### src/pic_pkg.sv
// constants and word layouts for the priority interrupt resolver
// Behaviour
// - fixed ranking, level 0 highest, 7 lowest
// - acknowledge sets in-service bit, releases level
// - in-service level blocks equal and lower levels
// - auto end-of-service on final acknowledge pulse
// - non-specific end clears highest in-service bit
// - specific end clears only the named bit
// - special mask keeps masked in-service bits
// - serviced level becomes lowest on rotation
// - rotate on end command or auto end
// - set-priority makes written level lowest
// - priority update independent of end action
// - mask bit n disables request input n
// - special mask enables all unmasked levels not in service
// - gate and enable bits enter/leave special mask
// - poll makes next read an acknowledge
// - requests frozen between poll write and read
// - poll byte is flag, zeros, level
// - status select picks request or in-service
// - status select defaults to request register
// - port select one reads mask; poll overrides
// - priority word opcodes in bits 7 to 5
package pic_pkg;
  localparam logic [2:0] OP_NS_END   = 3'h1;
  localparam logic [2:0] OP_SP_END   = 3'h3;
  localparam logic [2:0] OP_ROT_NS   = 3'h5;
  localparam logic [2:0] OP_AUTO_SET = 3'h4;
  localparam logic [2:0] OP_AUTO_CLR = 3'h0;
  localparam logic [2:0] OP_ROT_SP   = 3'h7;
  localparam logic [2:0] OP_SET_PRIO = 3'h6;
  localparam logic [2:0] OP_NOP      = 3'h2;
  localparam logic [1:0] SEL_PRIO    = 2'h0;
  localparam logic [1:0] SEL_MODE    = 2'h1;
  localparam logic [2:0] LOWEST_RST  = 3'h7;
  localparam logic [7:0] MASK_RST    = 8'h00;
  localparam logic [1:0] ACKS_85     = 2'h3;
  localparam logic [1:0] ACKS_86     = 2'h2;
  localparam logic [2:0] DEFAULT_LVL = 3'h7;
  localparam logic [3:0] POLL_ZEROS  = 4'h0;

  typedef struct packed {
    logic [2:0] op;
    logic [1:0] sel;
    logic [2:0] level;
  } prio_word_t;

  typedef struct packed {
    logic       rsvd;
    logic       gate;
    logic       spec_en;
    logic [1:0] sel;
    logic       poll;
    logic       rd_en;
    logic       rd_sel;
  } mode_word_t;
endpackage

### src/priority_interrupt_resolver.sv
// priority resolution, service tracking and host access of the interrupt controller
`timescale 1ns/1ps
module priority_interrupt_resolver (
  input  wire logic       core_clk,
  input  wire logic       rst_n,
  input  wire logic [7:0] irq_lines,
  input  wire logic       store_strobe,
  input  wire logic       read_strobe,
  input  wire logic       port_select_line,
  input  wire logic [7:0] wr_data,
  output logic      [7:0] rd_data,
  input  wire logic       ack_strobe,
  input  wire logic       auto_end_of_service,
  input  wire logic       mode_86,
  output logic            request_output,
  output logic      [2:0] vector_level
);
  logic [7:0] request_register_q;
  logic [7:0] in_service_register_q;
  logic [7:0] mask_register_q;
  logic [2:0] lowest_q;
  logic       special_mask_q;
  logic       status_sel_q;
  logic       poll_armed_q;
  logic       auto_rot_q;
  logic [1:0] ack_cnt_q;
  logic [7:0] rd_data_q;
  logic [2:0] vector_q;

  pic_pkg::prio_word_t pw;
  pic_pkg::mode_word_t mw;
  assign pw = pic_pkg::prio_word_t'(wr_data);
  assign mw = pic_pkg::mode_word_t'(wr_data);

  // highest set bit in the rotated order
  function automatic logic [3:0] first_set(input logic [7:0] v, input logic [2:0] low);
    logic [3:0] r;
    logic [2:0] l;
    r = 4'h0;
    for (int i = 7; i >= 0; i--) begin
      l = low + 3'(i) + 3'h1;
      if (v[l]) r = {1'b1, l};
    end
    return r;
  endfunction

  // host access decode
  wire wr_mask = store_strobe && port_select_line;
  wire wr_prio = store_strobe && !port_select_line && pw.sel == pic_pkg::SEL_PRIO;
  wire wr_mode = store_strobe && !port_select_line && mw.sel == pic_pkg::SEL_MODE;
  wire rd_poll = read_strobe && poll_armed_q;

  // resolution
  logic [7:0] blk_w;
  wire  [3:0] service_top = first_set(in_service_register_q, lowest_q);
  always_comb begin
    for (int n = 0; n < 8; n++) begin
      blk_w[n] = service_top[3] &&
                 (3'(n) - lowest_q - 3'h1 >= service_top[2:0] - lowest_q - 3'h1);
    end
  end
  wire [7:0] unmasked = request_register_q & ~mask_register_q;
  wire [7:0] cand = special_mask_q ? unmasked & ~in_service_register_q
                          : unmasked & ~blk_w;
  wire [3:0] win = first_set(cand, lowest_q);
  assign request_output = win[3];

  // acknowledge sequence
  wire [1:0] acks_need  = mode_86 ? pic_pkg::ACKS_86 : pic_pkg::ACKS_85;
  wire       first_ack  = ack_strobe && ack_cnt_q == 2'h0;
  wire       last_ack   = ack_strobe && ack_cnt_q + 2'h1 == acks_need;
  wire       auto_end   = last_ack && auto_end_of_service;

  // end-of-service decode
  wire [7:0] ns_cand = special_mask_q ? in_service_register_q & ~mask_register_q
                             : in_service_register_q;
  wire [3:0] ns_top  = first_set(ns_cand, lowest_q);
  wire cmd_ns  = wr_prio && (pw.op == pic_pkg::OP_NS_END || pw.op == pic_pkg::OP_ROT_NS);
  wire cmd_sp  = wr_prio && (pw.op == pic_pkg::OP_SP_END || pw.op == pic_pkg::OP_ROT_SP);
  wire do_ns   = (cmd_ns || auto_end) && ns_top[3];
  wire [7:0] set_w = ((first_ack || rd_poll) && win[3]) ? 8'h01 << win[2:0] : 8'h00;
  wire [7:0] clr_w = (do_ns ? 8'h01 << ns_top[2:0] : 8'h00)
                   | (cmd_sp ? 8'h01 << pw.level : 8'h00);

  // priority rotation
  logic [2:0] lowest_d;
  always_comb begin
    lowest_d = lowest_q;
    if (wr_prio && (pw.op == pic_pkg::OP_SET_PRIO || pw.op == pic_pkg::OP_ROT_SP)) begin
      lowest_d = pw.level;
    end else if (wr_prio && pw.op == pic_pkg::OP_ROT_NS && ns_top[3]) begin
      lowest_d = ns_top[2:0];
    end else if (auto_end && auto_rot_q && ns_top[3]) begin
      lowest_d = ns_top[2:0];
    end
  end

  // read data
  wire [7:0] poll_word = {win[3], pic_pkg::POLL_ZEROS, win[2:0]};
  wire [7:0] status    = status_sel_q ? in_service_register_q : request_register_q;
  wire [7:0] rd_d      = rd_poll ? poll_word
                       : port_select_line ? mask_register_q : status;

  always_ff @(posedge core_clk or negedge rst_n) begin
    if (!rst_n) begin
      request_register_q    <= 8'h00;
      in_service_register_q <= 8'h00;
      lowest_q              <= pic_pkg::LOWEST_RST;
      ack_cnt_q             <= 2'h0;
      vector_q              <= pic_pkg::DEFAULT_LVL;
      rd_data_q             <= 8'h00;
    end else begin
      if (!poll_armed_q) request_register_q <= irq_lines;
      in_service_register_q <= (in_service_register_q & ~clr_w) | set_w;
      lowest_q <= lowest_d;
      if (last_ack) ack_cnt_q <= 2'h0;
      else if (ack_strobe) ack_cnt_q <= ack_cnt_q + 2'h1;
      if (first_ack) vector_q <= win[3] ? win[2:0] : pic_pkg::DEFAULT_LVL;
      if (read_strobe) rd_data_q <= rd_d;
    end
  end

  always_ff @(posedge core_clk or negedge rst_n) begin
    if (!rst_n) begin
      mask_register_q <= pic_pkg::MASK_RST;
      special_mask_q  <= 1'b0;
      status_sel_q    <= 1'b0;
      poll_armed_q    <= 1'b0;
      auto_rot_q      <= 1'b0;
    end else begin
      if (wr_mask) mask_register_q <= wr_data;
      if (wr_mode && mw.gate) special_mask_q <= mw.spec_en;
      if (wr_mode && mw.rd_en) status_sel_q <= mw.rd_sel;
      if (wr_mode) poll_armed_q <= mw.poll;
      else if (read_strobe) poll_armed_q <= 1'b0;
      if (wr_prio && pw.op == pic_pkg::OP_AUTO_SET) auto_rot_q <= 1'b1;
      if (wr_prio && pw.op == pic_pkg::OP_AUTO_CLR) auto_rot_q <= 1'b0;
    end
  end

  assign rd_data      = rd_data_q;
  assign vector_level = vector_q;

  a_isr_on_ack: assert property (@(posedge core_clk) disable iff (!rst_n)
    first_ack && win[3] |=> in_service_register_q[$past(win[2:0])])
    else $error("in-service bit not set on acknowledge");

  a_ns_end_clear: assert property (@(posedge core_clk) disable iff (!rst_n)
    cmd_ns && ns_top[3] && set_w == 8'h00 |=> !in_service_register_q[$past(ns_top[2:0])])
    else $error("non-specific end did not clear top bit");

  a_sp_end_only: assert property (@(posedge core_clk) disable iff (!rst_n)
    cmd_sp && !do_ns && set_w == 8'h00
    |=> in_service_register_q == $past(in_service_register_q & ~(8'h01 << pw.level)))
    else $error("specific end touched wrong bits");

  a_mask_write: assert property (@(posedge core_clk) disable iff (!rst_n)
    wr_mask |=> mask_register_q == $past(wr_data))
    else $error("mask write lost");

  a_smm_gate: assert property (@(posedge core_clk) disable iff (!rst_n)
    wr_mode && !mw.gate |=> special_mask_q == $past(special_mask_q))
    else $error("special mask changed with gate low");

  a_poll_byte: assert property (@(posedge core_clk) disable iff (!rst_n)
    rd_poll |=> rd_data[6:3] == 4'h0 && rd_data[7] == $past(win[3]))
    else $error("poll byte malformed");

  a_set_prio: assert property (@(posedge core_clk) disable iff (!rst_n)
    wr_prio && pw.op == pic_pkg::OP_SET_PRIO |=> lowest_q == $past(pw.level))
    else $error("set priority not applied");

  a_poll_freeze: assert property (@(posedge core_clk) disable iff (!rst_n)
    poll_armed_q |=> request_register_q == $past(request_register_q))
    else $error("requests moved while poll pending");

  a_status_read: assert property (@(posedge core_clk) disable iff (!rst_n)
    read_strobe && !poll_armed_q && !port_select_line
    |=> rd_data == $past(status_sel_q ? in_service_register_q : request_register_q))
    else $error("status read returned wrong register");

  a_mask_read: assert property (@(posedge core_clk) disable iff (!rst_n)
    read_strobe && !poll_armed_q && port_select_line |=> rd_data == $past(mask_register_q))
    else $error("mask read wrong");

  a_masked_no_set: assert property (@(posedge core_clk) disable iff (!rst_n)
    first_ack
    |=> (in_service_register_q & ~$past(in_service_register_q) & $past(mask_register_q)) == 8'h00)
    else $error("masked level entered service");

  a_one_set_ack: assert property (@(posedge core_clk) disable iff (!rst_n)
    first_ack
    |=> $onehot0(in_service_register_q & ~$past(in_service_register_q)))
    else $error("more than one in-service bit set");

  a_no_req_keep: assert property (@(posedge core_clk) disable iff (!rst_n)
    first_ack && !request_output && !wr_prio && !auto_end && !rd_poll
    |=> in_service_register_q == $past(in_service_register_q))
    else $error("in-service changed without request");

  a_vec_default: assert property (@(posedge core_clk) disable iff (!rst_n)
    first_ack && !request_output
    |=> vector_level == pic_pkg::DEFAULT_LVL)
    else $error("default level not given");

  a_vec_winner: assert property (@(posedge core_clk) disable iff (!rst_n)
    first_ack && request_output
    |=> vector_level == $past(win[2:0]))
    else $error("vector level not the winner");

  a_nested_block: assert property (@(posedge core_clk) disable iff (!rst_n)
    !special_mask_q && service_top[3] && request_output
    |-> (win[2:0] - lowest_q - 3'h1) < (service_top[2:0] - lowest_q - 3'h1))
    else $error("request not above in-service level");

  a_fixed_order: assert property (@(posedge core_clk) disable iff (!rst_n)
    lowest_q == 3'h7 && request_register_q[0] && !mask_register_q[0] && in_service_register_q == 8'h00
    |-> request_output && win[2:0] == 3'h0)
    else $error("level zero not highest");

  a_auto_end: assert property (@(posedge core_clk) disable iff (!rst_n)
    auto_end && ns_top[3] && set_w == 8'h00 && !cmd_sp
    |=> !in_service_register_q[$past(ns_top[2:0])])
    else $error("auto end did not clear top bit");

  a_ack_count: assert property (@(posedge core_clk) disable iff (!rst_n)
    ack_strobe
    |-> ack_cnt_q != 2'h3)
    else $error("acknowledge count out of range");

  a_ack_wrap: assert property (@(posedge core_clk) disable iff (!rst_n)
    last_ack
    |=> ack_cnt_q == 2'h0)
    else $error("acknowledge count not restarted");

  a_sp_mask_keep: assert property (@(posedge core_clk) disable iff (!rst_n)
    special_mask_q && (cmd_ns || auto_end) && !cmd_sp && set_w == 8'h00
    |=> ($past(in_service_register_q & mask_register_q) & ~in_service_register_q) == 8'h00)
    else $error("masked in-service bit cleared");

  a_rot_ns: assert property (@(posedge core_clk) disable iff (!rst_n)
    cmd_ns && pw.op == pic_pkg::OP_ROT_NS && ns_top[3]
    |=> lowest_q == $past(ns_top[2:0]))
    else $error("rotation on end not applied");

  a_auto_rot: assert property (@(posedge core_clk) disable iff (!rst_n)
    auto_end && auto_rot_q && ns_top[3] && !wr_prio
    |=> lowest_q == $past(ns_top[2:0]))
    else $error("auto rotation not applied");

  a_no_rot_plain: assert property (@(posedge core_clk) disable iff (!rst_n)
    auto_end && !auto_rot_q && !wr_prio
    |=> lowest_q == $past(lowest_q))
    else $error("priority rotated without auto rotation");

  a_rot_sp: assert property (@(posedge core_clk) disable iff (!rst_n)
    wr_prio && pw.op == pic_pkg::OP_ROT_SP && set_w == 8'h00
    |=> lowest_q == $past(pw.level) && !in_service_register_q[$past(pw.level)])
    else $error("rotate on specific end wrong");

  a_nop_word: assert property (@(posedge core_clk) disable iff (!rst_n)
    wr_prio && pw.op == pic_pkg::OP_NOP && !ack_strobe && !rd_poll
    |=> in_service_register_q == $past(in_service_register_q) && lowest_q == $past(lowest_q))
    else $error("no-operation word changed state");

  a_mask_other: assert property (@(posedge core_clk) disable iff (!rst_n)
    !wr_mask
    |=> mask_register_q == $past(mask_register_q))
    else $error("mask changed without write");

  a_smm_enter: assert property (@(posedge core_clk) disable iff (!rst_n)
    wr_mode && mw.gate
    |=> special_mask_q == $past(mw.spec_en))
    else $error("special mask not updated");

  a_smm_open: assert property (@(posedge core_clk) disable iff (!rst_n)
    special_mask_q && (request_register_q & ~mask_register_q & ~in_service_register_q) != 8'h00
    |-> request_output)
    else $error("unmasked level blocked in special mask");

  a_poll_set: assert property (@(posedge core_clk) disable iff (!rst_n)
    rd_poll && request_output
    |=> in_service_register_q[$past(win[2:0])])
    else $error("poll did not set in-service bit");

  a_poll_disarm: assert property (@(posedge core_clk) disable iff (!rst_n)
    read_strobe && !wr_mode
    |=> !poll_armed_q)
    else $error("poll still armed after read");

  a_poll_level: assert property (@(posedge core_clk) disable iff (!rst_n)
    rd_poll && request_output
    |=> rd_data[2:0] == $past(win[2:0]))
    else $error("poll level wrong");

  a_status_hold: assert property (@(posedge core_clk) disable iff (!rst_n)
    wr_mode && !mw.rd_en
    |=> status_sel_q == $past(status_sel_q))
    else $error("status selection lost");

  a_rd_hold: assert property (@(posedge core_clk) disable iff (!rst_n)
    !read_strobe
    |=> rd_data == $past(rd_data))
    else $error("read data moved without read");

  a_req_track: assert property (@(posedge core_clk) disable iff (!rst_n)
    !poll_armed_q
    |=> request_register_q == $past(irq_lines))
    else $error("request register not sampled");
endmodule // priority_interrupt_resolver

### config.mk
export PLATFORM = sky130hd
export DESIGN_NAME = priority_interrupt_resolver
export DESIGN_NICKNAME = d
export VERILOG_FILES = /design/src/pic_pkg.sv /design/src/priority_interrupt_resolver.sv
export SDC_FILE = /design/constraint.sdc
export NUM_CORES = 1
export LEC_CHECK = 0
export BUFFER_PORTS_ARGS = -buffer_cell sky130_fd_sc_hd__clkbuf_2
export CAP_MARGIN = 10
export CORE_ASPECT_RATIO = 1.25
export CORE_MARGIN = 2
export CORE_UTILIZATION = 45
export DETAILED_ROUTE_END_ITERATION = 12
export PLACE_DENSITY = 0.64
export SYNTH_ARGS = -nofsm -noshare
export SYNTH_HDL_FRONTEND = slang
export SYNTH_SLANG_ARGS = --single-unit
export TNS_END_PERCENT = 50
### constraint.sdc
create_clock -name core_clk -period 12.6 [get_ports core_clk]
set_input_delay 2.52 -clock core_clk [delete_from_list [all_inputs] [get_ports core_clk]]
set_output_delay 2.52 -clock core_clk [all_outputs]
set_load 0.02 [all_outputs]
==> results of run 1 <==
[metrics by stage]
stage	worst slack, ps	std cells	hold WS, ps
final	1480	843	461
after global routing	958	843	485
after CTS	1640	843	466
after detailed placement	1980	835	457
after global placement	2270	835	455
after floorplan	2900	681	481
[cell type report]
cell class	instances	area [um^2]	share of cell area
clock buffer	7	133	0.0224
clock inverter	1	5.00	0.000844
inverter	36	135	0.0228
multi-input combinational	553	4150	0.699
sequential	44	1110	0.187
tap	164	205	0.0346
timing repair buffer	38	198	0.0333
[kinds of logic after synthesis]
logic type	Yosys count	synth area share
AOI/OAI and AO/OA	228	0.291
and+or+nand+nor	216	0.192
muxes	84	0.199
buffers and inverters	84	0.0648
DFF	44	0.197
adders and majority gates	16	0.0370
xor gates and xnor gates	9	0.0194
[worst reg2reg max path, delay by kind of cell, from the launching register on]
family / cells / cell delay (ps)
xor gates and xnor gates: 3 / 1280
adders and majority gates: 4 / 1360
AOI/OAI and AO/OA: 10 / 2890
buffers and inverters: 4 / 1380
muxes: 1 / 220
DFF: 1 / 940
and+or+nand+nor: 3 / 620
[flip-flops by register name, summed over array words and instances (netlist names), 2 cells and up]
name	cells
vector_level	3
lowest_q	3
rd_data	8
ack_cnt_q	2
mask_register_q	8
request_register_q	8
in_service_register_q	8
[how the worst max path moves through the flow]
stage	from	endpoint	slack [ps]	cells past startpoint
2_1_floorplan	lowest_q[0]	request_output	2900	28
3_3_place_gp	lowest_q[1]	request_output	2270	26
3_5_place_dp	lowest_q[1]	request_output	1980	24
4_1_cts	lowest_q[1]	request_output	1640	24
5_1_grt	lowest_q[1]	request_output	960	26
6_report	lowest_q[1]	request_output	1480	24
[synth_stat cells, drive strengths merged, types with 4 or more instances]
library cell / number / share of area
o21ai: 49 / 0.044
ha: 15 / 0.033
nand4: 4 / 0.0045
nand2b: 8 / 0.0089
mux2i: 35 / 0.062
a21boi: 7 / 0.010
nor2: 44 / 0.029
and3: 7 / 0.0078
a21bo: 5 / 0.0089
nor2b: 7 / 0.0078
buf: 19 / 0.021
nand2: 68 / 0.046
mux2: 30 / 0.060
or2: 8 / 0.0089
inv: 34 / 0.023
nor3: 15 / 0.013
nor3b: 6 / 0.0080
dfstp: 6 / 0.028
nand3: 18 / 0.017
and2: 9 / 0.010
o21a: 7 / 0.0094
dfrtp: 38 / 0.17
or3: 8 / 0.0098
a211oi: 11 / 0.016
o32ai: 5 / 0.0078
a31oi: 6 / 0.0067
clkbuf: 29 / 0.019
a21o: 9 / 0.012
a2111oi: 5 / 0.0078
o22ai: 15 / 0.017
a311o: 4 / 0.0071
xnor2: 6 / 0.011
mux4: 19 / 0.076
a21oi: 49 / 0.044
o211ai: 6 / 0.0080
a31o: 4 / 0.0062
o31ai: 5 / 0.0067
[layout by cell type (no fill, tap or decap), drive strengths merged, types with 8 or more instances in the layout]
cell type,Yosys,final
nand3,18,18
inv,34,34
nor3,15,15
a21oi,49,49
nor2,44,44
o22ai,15,15
a211oi,11,11
mux2,30,30
dfrtp,38,38
o21ai,49,49
ha,15,15
a21o,9,9
or3,8,8
mux4,19,19
or2,8,8
and2,9,9
nand2b,8,8
clkbuf,29,42
nand2,68,68
mux2i,35,35
[routing by layer]
layer	track usage	wire [um]	up-vias
met4	0.137	875	0
met1	0.323	6900	2777
met5	0	0	-
li1	-	-	2570
met2	0.479	8960	316
met3	0.0289	1300	68
==> impl_metrics.env, run 1 <==
export IMPL_fin_worst_skew_ps=7.39
export IMPL_diodes=0
export IMPL_cts_resized=0
export IMPL_regToRegEndpoint="in_service_register_q[5]"
export IMPL_crit_slowest_cell="dfstp_2"
export IMPL_die_x_um=104
export IMPL_nets=718
export IMPL_n_fill_cell=1201
export IMPL_cts_tree="built"
export IMPL_avgViaCountPerCell=6.80
export IMPL_clockRootBuffer="clkbuf_16"
export IMPL_grt_pass1_wl_mm=28.8
export IMPL_slew_violations=0
export IMPL_gp_congestion=0.988
export IMPL_worstPathRequired_ps=10080
export IMPL_synth_seq_cells=44
export IMPL_drive_gt1_frac=0.196
export IMPL_die_h_um=129
export IMPL_synthArstFlopShare=1.00
export IMPL_die_area_mm2=0.0134
export IMPL_dpl_cell_area_mm2=0.00579
export IMPL_min_period_ps=11120
export IMPL_initial_core_util=0.462
export IMPL_ff2ff_setup_slack_ps=3840
export IMPL_ios=36
export IMPL_cts_hold_buf=0
export IMPL_final_util=0.488
export IMPL_synth_edff_count=0
export IMPL_path_cells="inv_1 -> ha_1 -> xnor2_1 -> inv_1 -> mux2i_1 -> or3_4 -> a41oi_4 -> o311ai_4 -> inv_1 -> ha_1 -> fa_1 -> clkinv_1 -> xnor2_2 -> xnor2_1 -> ha_1 -> nor2_1 -> a311o_1 -> a31o_2 -> o21ai_0 -> a2bb2oi_2 -> nand2_1 -> nor3_1 -> inv_1 -> clkbuf_2"
export IMPL_hold_start="vector_level[2]"
export IMPL_clk_latency_ps=280
export IMPL_clk_pin_slew_ps=60
export IMPL_synth_nets=721
export IMPL_fmax_mhz=89.9
export IMPL_grt_max_degree=46
export IMPL_yosysSeqAreaShare=0.197
export IMPL_wl_per_cell_um=21.4
export IMPL_status="completed"
export IMPL_drt_first_iter_violations=554
export IMPL_clkSinkCount=44
export IMPL_port_buffers=35
export IMPL_hpwl_mm=13.5
export IMPL_overflow=0
export IMPL_area_growth_pct=5.54
export IMPL_criticalPathCategory="flop to output port"
export IMPL_timing_setup_tns_ps=0
export IMPL_numCtsBuffers=5
export IMPL_critPathMaxFanout=29
export IMPL_grt_antenna_before_repair=0
export IMPL_final_area_mm2=0.00593
export IMPL_htree_levels=2
export IMPL_synthCells=681
export IMPL_startpoint_type="flop"
export IMPL_hp_class="flop to flop"
export IMPL_setup_violations=0
export IMPL_core_mm2=0.0122
export IMPL_path_common_cell="inv_1"
export IMPL_synth_ff_type="dfrtp_1"
export IMPL_grt_pass1_vias=5524
export IMPL_relSlewSlack=0.283
export IMPL_synth_distinct_cells=89
export IMPL_whs_endpoint="vector_level[2]"
export IMPL_synthesis_area_mm2=0.00562
export IMPL_rsz0062_at_grt="false"
export IMPL_rows=45
export IMPL_finalHoldViolCount=0
export IMPL_fin_crit_sh=0.883
export IMPL_hold_path_depth=2
export IMPL_grt_usage=0.269
export IMPL_crit_buf_inv=6
export IMPL_worstReg2RegStart="lowest_q[1]"
export IMPL_crit_path_max_incr_delay_ps=940
export IMPL_drc=0
export IMPL_ys_warn_count=0
export IMPL_cts_buffer_depth=2
export IMPL_worst_r2r_cell_count=25
export IMPL_via_count=5731
export IMPL_syn_area_per_cell_um2=8.25
export IMPL_wirelength_mm=18.0
export IMPL_post_cts_setup_buffer_count=0
export IMPL_drv_cap=0
export IMPL_critPathTopFamily="buffers and inverters"
export IMPL_drtPass1Iterations=7
export IMPL_worst_slew_pin_slew_ps=1080
export IMPL_end_kind="output port"
export IMPL_crit_arrival_ps=8600
export IMPL_ant_nets=0
Power of run 1 is left out: the tool's default activity adds up to more than one toggle a clock period on the data nets, which glitch-free logic cannot reach.
==> inputs of run 2 (changes only) <==
--- a/config.mk
+++ b/config.mk
@@ -7,7 +7,6 @@
 export LEC_CHECK = 0
 export BUFFER_PORTS_ARGS = -buffer_cell sky130_fd_sc_hd__clkbuf_2
 export CAP_MARGIN = 10
-export CORE_ASPECT_RATIO = 1.25
 export CORE_MARGIN = 2
 export CORE_UTILIZATION = 45
 export DETAILED_ROUTE_END_ITERATION = 12
==> run 2 against run 1 <==
  * Final cell count is 0.71% higher
  * Sequential share of layout area is 0.063 points lower
  * Critical path type unchanged
  * Non-clock buffer count is 2 higher
  * Critical endpoint unchanged
  * Clock skew is 4.9 ps lower
  * Final area is 0.34% higher
  * Highest routed layer unchanged
==> impl_metrics.env, run 2 (synthesized netlist as in run 1, its figures left out) <==
export IMPL_status="completed"
export IMPL_grt_usage=0.266
export IMPL_core_mm2=0.0121
export IMPL_cts_resized=0
export IMPL_fmax_mhz=90.4
export IMPL_clkSinkCount=44
export IMPL_rows=40
export IMPL_nets=720
export IMPL_post_cts_setup_buffer_count=0
export IMPL_gp_congestion=0.972
export IMPL_die_area_mm2=0.0134
export IMPL_clk_pin_slew_ps=60
export IMPL_criticalPathCategory="flop to output port"
export IMPL_crit_arrival_ps=8550
export IMPL_grt_antenna_before_repair=0
export IMPL_final_area_mm2=0.00595
export IMPL_setup_violations=0
export IMPL_overflow=0
export IMPL_port_buffers=35
export IMPL_crit_start="lowest_q[1]"
export IMPL_hp_class="flop to flop"
export IMPL_grt_pass1_wl_mm=27.8
export IMPL_grt_pass1_vias=5114
export IMPL_worst_slew_pin_slew_ps=1080
export IMPL_drv_cap=0
export IMPL_via_count=5535
export IMPL_rsz0062_at_grt="false"
export IMPL_diodes=0
export IMPL_end_kind="output port"
export IMPL_final_util=0.491
export IMPL_final_cell_mix="nand2_1, a21oi_1, o21ai_0"
export IMPL_drc=0
export IMPL_worstPathRequired_ps=10080
export IMPL_avgViaCountPerCell=6.52
export IMPL_wirelength_mm=17.6
export IMPL_drtPass1Iterations=6
export IMPL_min_period_ps=11070
export IMPL_hold_start="vector_level[2]"
export IMPL_hpwl_mm=13.0
export IMPL_slew_violations=0
export IMPL_clk_latency_ps=290
export IMPL_htree_levels=2
export IMPL_drt_first_iter_violations=569
export IMPL_cts_buffer_depth=2
export IMPL_initial_core_util=0.464
export IMPL_final_common_cell="nand2_1"
export IMPL_timing_setup_tns_ps=0
export IMPL_clockRootBuffer="clkbuf_16"
export IMPL_drive_gt1_frac=0.198
export IMPL_die_h_um=116
export IMPL_dpl_cell_area_mm2=0.00581
export IMPL_area_growth_pct=5.90
export IMPL_fin_cells=849
export IMPL_numCtsBuffers=5
export IMPL_finalHoldViolCount=0
export IMPL_fin_worst_skew_ps=2.47
export IMPL_worstReg2RegStart="lowest_q[1]"
export IMPL_wl_per_cell_um=20.7
export IMPL_ios=36
export IMPL_startpoint_type="flop"
export IMPL_relSlewSlack=0.280
export IMPL_dp_cells=841
export IMPL_ant_nets=0
export IMPL_critPathMaxFanout=29
export IMPL_die_x_um=116
export IMPL_fin_crit_sh=0.878
export IMPL_grt_max_degree=62
export IMPL_cts_tree="built"
export IMPL_cts_hold_buf=0
-- run 2: cell count changes in the layout (fill, tap and decap cells not counted), sizes merged --
cell  delta
buf      +2
-- run 2: through the flow --
| stage | hold WS [ps] | setup WS (ps) |
|---|---|---|
| 2_1_floorplan | 481 | 2900 |
| 6_report | 464 | 1530 |
| 5_1_grt | 491 | 983 |
| 3_3_place_gp | 455 | 2120 |
| 3_5_place_dp | 457 | 2120 |
| 4_1_cts | 465 | 1770 |
-- run 2: cell type report --
cell class              instances  area (um^2)
inverters                      36          135
repair buffers                 40          213
multi-input cells             553         4150
clock buffers                   7          133
flip-flops and latches         44         1110
well taps                     168          210
clock inverters                 1         5.00
fillers                      1167         6160
-- run 2: per-layer routing --
metal | share of wire | global-route usage
met1 | 0.42 | 0.366
met5 | 0 | 0
met4 | 0.040 | 0.120
met3 | 0.081 | 0.0403
met2 | 0.45 | 0.415
-- run 2: path summary, 6_finish.rpt --
path / end / slack (ps) / depth (start not counted)
worst max-delay path: request_output / 1530 / 25
worst max register to register: in_service_register_q[4] / 3840 / 26
worst min-delay path: vector_level[2] / 460 / 2
max in group asynchronous: request_register_q[2] / 9510 / 1
min in group asynchronous: rd_data[7] / 2420 / 1
worst min register to register: vector_level[2] / 460 / 2
-- run 2: critical path: stages (launching register included) --
cell       delay [ps]
dfstp_2           950
inv_1             100
buf_4             240
ha_1              330
xnor2_1           770
inv_1             460
mux2i_1           260
or3_4             410
a41oi_4           200
o311ai_4          180
inv_1             110
ha_1              170
fa_1              340
clkinv_1          330
xnor2_2           270
xnor2_1           420
ha_1              250
nor2_1             50
a311o_1           390
a31o_2            240
o21ai_0           260
a2bb2oi_2         310
nand2_1           150
nor3_1            710
inv_1             130
clkbuf_2          190
Power of run 2 is left out for the same reason.
